<file path="config.mk">
export PLATFORM = sky130hd
export DESIGN_NAME = rtcc_timer
export DESIGN_NICKNAME = d
export VERILOG_FILES = /design/src/hw/rtcc_pkg.sv /design/src/hw/rtcc_ref_tick.sv /design/src/hw/rtcc_timer.sv
export SDC_FILE = /design/constraint.sdc
export NUM_CORES = 1
export LEC_CHECK = 0
export BUFFER_PORTS_ARGS = -buffer_cell sky130_fd_sc_hd__buf_4
export CAP_MARGIN = 20
export CORE_UTILIZATION = 53
export CTS_CLUSTER_DIAMETER = 60
export CTS_CLUSTER_SIZE = 16
export DETAILED_ROUTE_END_ITERATION = 7
export GPL_TIMING_DRIVEN = 0
export PLACE_DENSITY = 0.73
export SKIP_LAST_GASP = 1
export SLEW_MARGIN = 20
export SYNTH_ARGS = -nofsm -noshare
export SYNTH_HDL_FRONTEND = slang
export SYNTH_HIERARCHICAL = 1
export SYNTH_SLANG_ARGS = --single-unit
</file>
<file path="constraint.sdc">
create_clock -name i_clk -period 4.55 [get_ports i_clk]
set_input_delay 0.455 -clock i_clk [delete_from_list [all_inputs] [get_ports i_clk]]
set_output_delay 0.455 -clock i_clk [all_outputs]
set_load 0.005 [all_outputs]
</file>
<file path="src/hw/rtcc_pkg.sv">
// constants and types for the reload timer with capture
// assumes one system clock; register offsets are special-function-register addresses
package rtcc_pkg;
    // -------------------------------------------------------------------------
    // register addresses
    // -------------------------------------------------------------------------
    localparam logic [7:0] ADDR_CTRL = 8'hC0;
    localparam logic [7:0] ADDR_CLKSEL = 8'hC1;
    localparam logic [7:0] ADDR_RLD_LO = 8'hCA;
    localparam logic [7:0] ADDR_RLD_HI = 8'hCB;
    localparam logic [7:0] ADDR_CNT_LO = 8'hCC;
    localparam logic [7:0] ADDR_CNT_HI = 8'hCD;
    // -------------------------------------------------------------------------
    // fields, reset values, counts
    // -------------------------------------------------------------------------
    localparam int CLKSEL_LO_POS = 4;
    localparam int CLKSEL_HI_POS = 5;
    localparam logic [7:0] CTRL_RST = 8'h00;
    localparam logic [7:0] CLKSEL_RST = 8'h00;
    localparam logic [7:0] BYTE_RST = 8'h00;
    localparam logic [7:0] BYTE_MAX = 8'hFF;
    localparam logic [3:0] DIV12_LAST = 4'hB;
    localparam logic [2:0] REF_DIV_LAST = 3'h7;

    typedef struct packed {
        logic hof;      // high_overflow_flag
        logic lof;      // low_overflow_flag
        logic lof_ie;   // low-byte interrupt enable, stored only
        logic cap_en;   // capture_enable
        logic split;    // split_mode
        logic run;      // run_control
        logic ref_sel;  // reference_select
        logic ext_sel;  // external_select
    } rtcc_ctrl_t;
endpackage : rtcc_pkg

</file>
<file path="src/hw/rtcc_ref_tick.sv">
// synchroniser and divide-by-eight for one reference oscillator
// assumes the reference is far slower than the system clock
`timescale 1ns/1ns
module rtcc_ref_tick (
    input wire logic i_clk,
    input wire logic i_rst_n,
    input wire logic i_ref,
    output logic o_tick
);
    logic sync0_r;
    logic sync1_r;
    logic prev_r;
    logic [2:0] edge_cnt_r;
    logic rise;

    // first stage feeds only the second
    always_ff @(posedge i_clk or negedge i_rst_n) begin
        if (!i_rst_n) begin
            sync0_r <= 1'b0;
            sync1_r <= 1'b0;
            prev_r <= 1'b0;
        end else begin
            sync0_r <= i_ref;
            sync1_r <= sync0_r;
            prev_r <= sync1_r;
        end
    end

    assign rise = sync1_r & ~prev_r;

    // one pulse per eighth rising edge
    always_ff @(posedge i_clk or negedge i_rst_n) begin
        if (!i_rst_n) begin
            edge_cnt_r <= 3'h0;
            o_tick <= 1'b0;
        end else begin
            o_tick <= rise && (edge_cnt_r == rtcc_pkg::REF_DIV_LAST);
            if (rise) begin
                edge_cnt_r <= edge_cnt_r + 3'h1;
            end
        end
    end
endmodule : rtcc_ref_tick

</file>
<file path="src/hw/rtcc_timer.sv">
// auto-reload timer, 16-bit or split 8-bit, with reference capture
// assumes an sfr bus synchronous to i_clk; write takes effect at the next edge
`timescale 1ns/1ns

module rtcc_timer (
    input wire logic i_clk,
    input wire logic i_rst_n,
    input wire logic [7:0] i_sfr_addr,
    input wire logic i_sfr_wr,
    input wire logic [7:0] i_sfr_wdata,
    input wire logic i_ext_osc,
    input wire logic i_rtc_osc,
    output logic [7:0] o_sfr_rdata,
    output logic o_high_overflow,
    output logic o_low_overflow
);
    // -------------------------------------------------------------------------
    // state
    // -------------------------------------------------------------------------
    rtcc_pkg::rtcc_ctrl_t ctrl_r;
    logic [7:0] clksel_r;
    logic [7:0] rld_lo_r;
    logic [7:0] rld_hi_r;
    logic [7:0] cnt_lo_r;
    logic [7:0] cnt_hi_r;
    logic [7:0] cnt_lo_nxt;
    logic [7:0] cnt_hi_nxt;
    logic [3:0] div12_r;
    logic [7:0] rdata_r;
    logic div12_tick;
    logic ext8;
    logic rtc8;
    logic ref_cnt_tick;
    logic alt_tick;
    logic lo_tick;
    logic hi_tick;
    logic lo_en;
    logic hi_en;
    logic lo_wrap;
    logic hi_wrap;
    logic wrap16;
    logic cap_ev;
    logic wr_ctrl;
    logic wr_clksel;
    logic wr_rld_lo;
    logic wr_rld_hi;
    logic wr_cnt_lo;
    logic wr_cnt_hi;

    // -------------------------------------------------------------------------
    // clock sources
    // -------------------------------------------------------------------------
    rtcc_ref_tick u_ext_tick (
        .i_clk(i_clk),
        .i_rst_n(i_rst_n),
        .i_ref(i_ext_osc),
        .o_tick(ext8)
    );

    rtcc_ref_tick u_rtc_tick (
        .i_clk(i_clk),
        .i_rst_n(i_rst_n),
        .i_ref(i_rtc_osc),
        .o_tick(rtc8)
    );

    // free-running prescaler, never reset by writes so tick spacing stays exact
    always_ff @(posedge i_clk or negedge i_rst_n) begin
        if (!i_rst_n) begin
            div12_r <= 4'h0;
        end else if (div12_r == rtcc_pkg::DIV12_LAST) begin
            div12_r <= 4'h0;
        end else begin
            div12_r <= div12_r + 4'h1;
        end
    end

    assign div12_tick = (div12_r == rtcc_pkg::DIV12_LAST);
    assign ref_cnt_tick = ctrl_r.ref_sel ? rtc8 : ext8;
    assign alt_tick = ctrl_r.ext_sel ? ref_cnt_tick : div12_tick;
    assign lo_tick = clksel_r[rtcc_pkg::CLKSEL_LO_POS] ? 1'b1 : alt_tick;
    assign hi_tick = clksel_r[rtcc_pkg::CLKSEL_HI_POS] ? 1'b1 : alt_tick;
    assign cap_ev = ctrl_r.cap_en && (ctrl_r.ref_sel ? ext8 : rtc8);

    // -------------------------------------------------------------------------
    // count path
    // -------------------------------------------------------------------------
    assign lo_en = ctrl_r.split ? lo_tick : (ctrl_r.run && lo_tick);
    assign hi_en = ctrl_r.split && ctrl_r.run && hi_tick;
    assign lo_wrap = lo_en && (cnt_lo_r == rtcc_pkg::BYTE_MAX);
    assign hi_wrap = hi_en && (cnt_hi_r == rtcc_pkg::BYTE_MAX);
    assign wrap16 = !ctrl_r.split && lo_wrap && (cnt_hi_r == rtcc_pkg::BYTE_MAX);

    assign wr_ctrl = i_sfr_wr && (i_sfr_addr == rtcc_pkg::ADDR_CTRL);
    assign wr_clksel = i_sfr_wr && (i_sfr_addr == rtcc_pkg::ADDR_CLKSEL);
    assign wr_rld_lo = i_sfr_wr && (i_sfr_addr == rtcc_pkg::ADDR_RLD_LO);
    assign wr_rld_hi = i_sfr_wr && (i_sfr_addr == rtcc_pkg::ADDR_RLD_HI);
    assign wr_cnt_lo = i_sfr_wr && (i_sfr_addr == rtcc_pkg::ADDR_CNT_LO);
    assign wr_cnt_hi = i_sfr_wr && (i_sfr_addr == rtcc_pkg::ADDR_CNT_HI);

    always_comb begin
        cnt_lo_nxt = cnt_lo_r;
        cnt_hi_nxt = cnt_hi_r;
        if (ctrl_r.split) begin
            if (lo_wrap) begin
                cnt_lo_nxt = rld_lo_r;
            end else if (lo_en) begin
                cnt_lo_nxt = cnt_lo_r + 8'h01;
            end
            if (hi_wrap) begin
                cnt_hi_nxt = rld_hi_r;
            end else if (hi_en) begin
                cnt_hi_nxt = cnt_hi_r + 8'h01;
            end
        end else if (wrap16) begin
            cnt_lo_nxt = rld_lo_r;
            cnt_hi_nxt = rld_hi_r;
        end else if (lo_en) begin
            {cnt_hi_nxt, cnt_lo_nxt} = {cnt_hi_r, cnt_lo_r} + 16'h0001;
        end
    end

    // software write to a count byte overrides the increment
    always_ff @(posedge i_clk or negedge i_rst_n) begin
        if (!i_rst_n) begin
            cnt_lo_r <= rtcc_pkg::BYTE_RST;
            cnt_hi_r <= rtcc_pkg::BYTE_RST;
        end else begin
            cnt_lo_r <= wr_cnt_lo ? i_sfr_wdata : cnt_lo_nxt;
            cnt_hi_r <= wr_cnt_hi ? i_sfr_wdata : cnt_hi_nxt;
        end
    end

    // capture wins over a software write in the same cycle
    always_ff @(posedge i_clk or negedge i_rst_n) begin
        if (!i_rst_n) begin
            rld_lo_r <= rtcc_pkg::BYTE_RST;
            rld_hi_r <= rtcc_pkg::BYTE_RST;
        end else if (cap_ev) begin
            rld_lo_r <= cnt_lo_r;
            rld_hi_r <= cnt_hi_r;
        end else begin
            if (wr_rld_lo) begin
                rld_lo_r <= i_sfr_wdata;
            end
            if (wr_rld_hi) begin
                rld_hi_r <= i_sfr_wdata;
            end
        end
    end

    // -------------------------------------------------------------------------
    // control and flags
    // -------------------------------------------------------------------------
    // a hardware set in the same cycle as a software clear keeps the flag set
    always_ff @(posedge i_clk or negedge i_rst_n) begin
        if (!i_rst_n) begin
            ctrl_r <= rtcc_pkg::CTRL_RST;
        end else begin
            if (wr_ctrl) begin
                ctrl_r <= i_sfr_wdata;
            end
            ctrl_r.hof <= (wr_ctrl ? i_sfr_wdata[7] : ctrl_r.hof) | wrap16 | hi_wrap | cap_ev;
            ctrl_r.lof <= (wr_ctrl ? i_sfr_wdata[6] : ctrl_r.lof) | lo_wrap;
        end
    end

    always_ff @(posedge i_clk or negedge i_rst_n) begin
        if (!i_rst_n) begin
            clksel_r <= rtcc_pkg::CLKSEL_RST;
        end else if (wr_clksel) begin
            clksel_r <= i_sfr_wdata;
        end
    end

    // -------------------------------------------------------------------------
    // read port
    // -------------------------------------------------------------------------
    always_ff @(posedge i_clk or negedge i_rst_n) begin
        if (!i_rst_n) begin
            rdata_r <= rtcc_pkg::BYTE_RST;
        end else begin
            case (i_sfr_addr)
                rtcc_pkg::ADDR_CTRL: rdata_r <= ctrl_r;
                rtcc_pkg::ADDR_CLKSEL: rdata_r <= clksel_r;
                rtcc_pkg::ADDR_RLD_LO: rdata_r <= rld_lo_r;
                rtcc_pkg::ADDR_RLD_HI: rdata_r <= rld_hi_r;
                rtcc_pkg::ADDR_CNT_LO: rdata_r <= cnt_lo_r;
                rtcc_pkg::ADDR_CNT_HI: rdata_r <= cnt_hi_r;
                default: rdata_r <= 8'h00;
            endcase
        end
    end

    assign o_sfr_rdata = rdata_r;
    assign o_high_overflow = ctrl_r.hof;
    assign o_low_overflow = ctrl_r.lof;
endmodule : rtcc_timer

</file>
==> parameters.txt <==
Parameter                              Value

Run status
  Status ... finished, final reports clean

Routing
  Via-per-instance ratio ... 6.39
  Total DRC errors in the routed layout ... 0
  Via count ... 3662
  1st-pass router iterations ... 6
  Initial drt markers ... 368
  Detailed-route wire length per cell ... 21.0 um
  Total detailed-routing wirelength ... 12.0 mm
  Number of antenna-violating nets in the routed design ... 0

Floorplanning
  Rows ... 33
  Initial Util ... 54.5%
  Die outline width ... 93.7 um
  Core region area ... 8180 sq um
  Top Ports ... 31
  Total die area ... 8780 sq um
  Die Span Y ... 93.7 um

Final layout
  Net count reported at finish ... 491
  Count of fill cells added during filler insertion ... 697
  Layout overhead on the synthesized area ... 12.2%
  Share of post-route cells with drive strength above 1 ... 24.4%
  Final cell area excluding filler cells ... 5000 sq um
  Antenna Diode Count ... 0

Logic synthesis
  Compound-Gate Fraction of Synth Area ... 18.8%
  Arithmetic-cell share of the synthesized area counting full adders, half adders and majority gates ... 1.97%
  Fraction of the mapped netlist area in simple logic gates ... 18.0%
  Most common flop cell mapped by yosys ... dfrtp_1
  Total of flip-flops plus latches after synthesis ... 74
  Main area contributors after synthesis ... dfrtp_1, mux2i_1, mux2_2, nor2_1, a21oi_1
  Async set-reset flop share out of synthesis ... 100%
  Share of synthesized area spent on multiplexers ... 13.4%
  Number of warnings issued by yosys ... 6
  Mapped Cells ... 422
  Library cell occupying the most area in the post-synthesis netlist ... dfrtp_1
  Post-synthesis sequential area ratio ... 41.5%
  Post-synth design cell area ... 4460 sq um
  Xor/xnor share of the synthesized area ... 2.55%
  Most numerous cell types in the synthesized netlist ... dfrtp_1, mux2i_1, nor2_1, nand2_1, a21oi_1
  Average cell area after synthesis ... 10.6 sq um
  Synth unique cells ... 79
  Number of enable-type register cells in the synthesized netlist ... 0
  Main combinational cell family by area after synthesis ... compound AO/OA/AOI/OAI gates
  Area share of the leading cell type in the synthesized netlist ... 41.5%
  Synthesized Nets ... 450
  Most frequent cell after synthesis ... dfrtp_1

Worst hold path
  Type of the tightest min-delay check ... in2reg
  Launch instance of the worst min-delay path ... i_rtc_osc
  Hold endpoint ... u_rtc_tick/sync0_r
  Hold path cells ... 1

STA
  Worst Hold Slack ... 204 ps
  Final Setup Violations ... 0
  Slew at the pin closest to its max-slew limit ... 946 ps
  Worst max-slew margin expressed relative to the limit ... 36.9%
  RSZ-0062 raised after global routing ... false
  Endpoints failing hold ... 0
  Post-route minimum period ... 2430 ps
  Sum Neg Setup Slack ... 0 ps
  Worst clock skew on the final layout ... 15.8 ps
  Peak Freq ... 0.412 GHz
  Max-slew violation count ... 0
  Final period util ... 53.4%

Place
  RD Place Congestion ... 0.934
  Cell area after placement ... 4810 sq um
  Number of buffers added on ports ... 30
  HPWL reported at the end of detailed placement ... 8.48 mm

Clock network
  Clock sink count ... 74
  Clock insertion delay at the later pin of the skew report ... 360 ps
  Setup repair bufs after CTS ... 0
  Maximum clock insertion buffer count ... 2
  Number of H-tree levels ... 3
  Register clock-pin slew on the reported worst setup and hold paths ... 80 ps
  Clk root buf ... clkbuf_8
  Number of buffers created by CTS ... 9
  CTS tree ... done
  CTS-repair resized insts ... 0
  Quantity of hold-fixing buffers added after cts ... 0

Setup path
  R2r worst-path depth ... 6
  Worst-path maximum fanout ... 7
  Reg-to-reg critical path startpoint ... cnt_hi_r[1]
  Setup slack of the most critical reg-to-reg path ... 2120 ps
  Critical Path Sink Type ... flop
  Arrival time of the worst setup path ... 2660 ps
  Capturing point of the worst reg2reg path ... cnt_lo_r[1]
  CP required ... 4780 ps
  Path type of the worst setup path ... reg2reg
  Critical Path Start Type ... flop

Pwr
  Power per cell area ... 355 nW/um^2
  Total Power Consumption ... 1.78 mW
  P_leak ... 2.28 nW
  Highest ir drop seen on vdd ... 0.231 mV

GRT
  Met3 track utilization from global routing ... 4.53%
  Met2 demand-to-capacity share in global routing ... 46.7%
  Grt met1 use ... 41.1%
  Vias in the first global route ... 3661
  Initial antenna violation count ... 0
  Largest net degree at the start of global routing ... 75
  Congestion Overflow GR ... 0
  Global-route wire length before repair ... 19.6 mm
  Global-route usage over all layers ... 29.9%
  Most used routing layer ... met2

Flow run
  Count of max-cap constraint violations ... 0
-- worst max-delay path, cell delays in order (launching register included) --
cell and delay, ps:
dfrtp_1 520, ha_1 370, nand4_2 200, o31ai_1 610
a21boi_0 190, a211oi_1 290, o21ai_0 120
-- power breakdown --
group,switching [mW],leakage (nW),internal [mW]
registers,0.0987,0.879,0.753
logic,0.238,1.31,0.194
clock network,0.274,0.0937,0.219
-- cell type report --
type | instances | area, sq um | share of cell area [%]
clock buffer | 10 | 138 | 2.75
sequential | 74 | 1850 | 37.0
tap | 105 | 131 | 2.63
inverter | 7 | 26.3 | 0.526
multi-input combinational | 315 | 2430 | 48.7
timing repair buffer | 30 | 225 | 4.51
clock inverter | 6 | 47.5 | 0.951
buffer | 26 | 144 | 2.88
-- routing by layer --
layer | up-vias | wire length (um)
met4 | 0 | 304
met2 | 146 | 5580
li1 | 1671 | -
met5 | - | 0
met1 | 1819 | 5460
met3 | 26 | 676
-- worst max-delay path by stage --
stage,endpoint,from,cells past startpoint,slack [ps]
after global routing,cnt_lo_r[1],cnt_hi_r[1],6,2040
after CTS,cnt_lo_r[1],cnt_hi_r[1],6,2190
final,cnt_lo_r[1],cnt_hi_r[1],6,2120
after detailed placement,cnt_hi_r[2],cnt_hi_r[1],6,2230
after floorplan,cnt_hi_r[2],cnt_hi_r[1],6,2540
after global placement,cnt_hi_r[2],cnt_hi_r[1],6,2240
-- state kept, by name, summed over array words and instances (netlist names), 3 cells and up --
register,count
clksel_r,8
cnt_hi_r,8
cnt_lo_r,8
ctrl_r,6
div12_r,4
o_sfr_rdata,8
rld_hi_r,8
rld_lo_r,8
u_ext_tick/edge_cnt_r,3
u_rtc_tick/edge_cnt_r,3
-- stage by stage --
step / instances / setup slack, ps / utilization [%]
6_report: 573 / 2120 / 61.1
3_3_place_gp: 557 / 2240 / 58.9
2_1_floorplan: 422 / 2540 / -
5_1_grt: 573 / 2040 / 61.1
4_1_cts: 573 / 2190 / 61.1
3_5_place_dp: 557 / 2230 / 58.9
-- cell families (layout without fill, tap and decap cells) --
group | Yosys count | count (layout)
flops | 74 | 74
buf+inv | 33 | 79
simple gates | 127 | 127
compound gates | 113 | 113
mux | 55 | 55
fa+ha+maj | 7 | 7
xor+xnor | 13 | 13
-- cell usage in the layout, fill, tap and decap left out, types with 3 or more instances in the layout --
cell type / instances
dfrtp_1: 74
mux2i_1: 34
buf_4: 32
nor2_1: 32
nand2_1: 22
a21oi_1: 21
mux2_2: 13
buf_2: 12
o21ai_0: 11
nand3_1: 10
a211oi_1: 10
clkbuf_8: 10
a221o_1: 9
o22ai_1: 8
o31ai_1: 8
a31oi_1: 8
clkbuf_1: 7
xor2_1: 7
ha_1: 7
inv_1: 6
xnor2_1: 6
nor3_1: 6
a2bb2oi_1: 6
mux2_4: 5
nand4_1: 5
or4_1: 4
nand2b_1: 4
or3_1: 4
buf_6: 3
and4_1: 3
and2_1: 3
nor2_8: 3
nand2_2: 3
mux2_1: 3
nor2_2: 3
o21a_1: 3
inv_6: 3
Note: power is estimated with default switching activity, not from simulation.
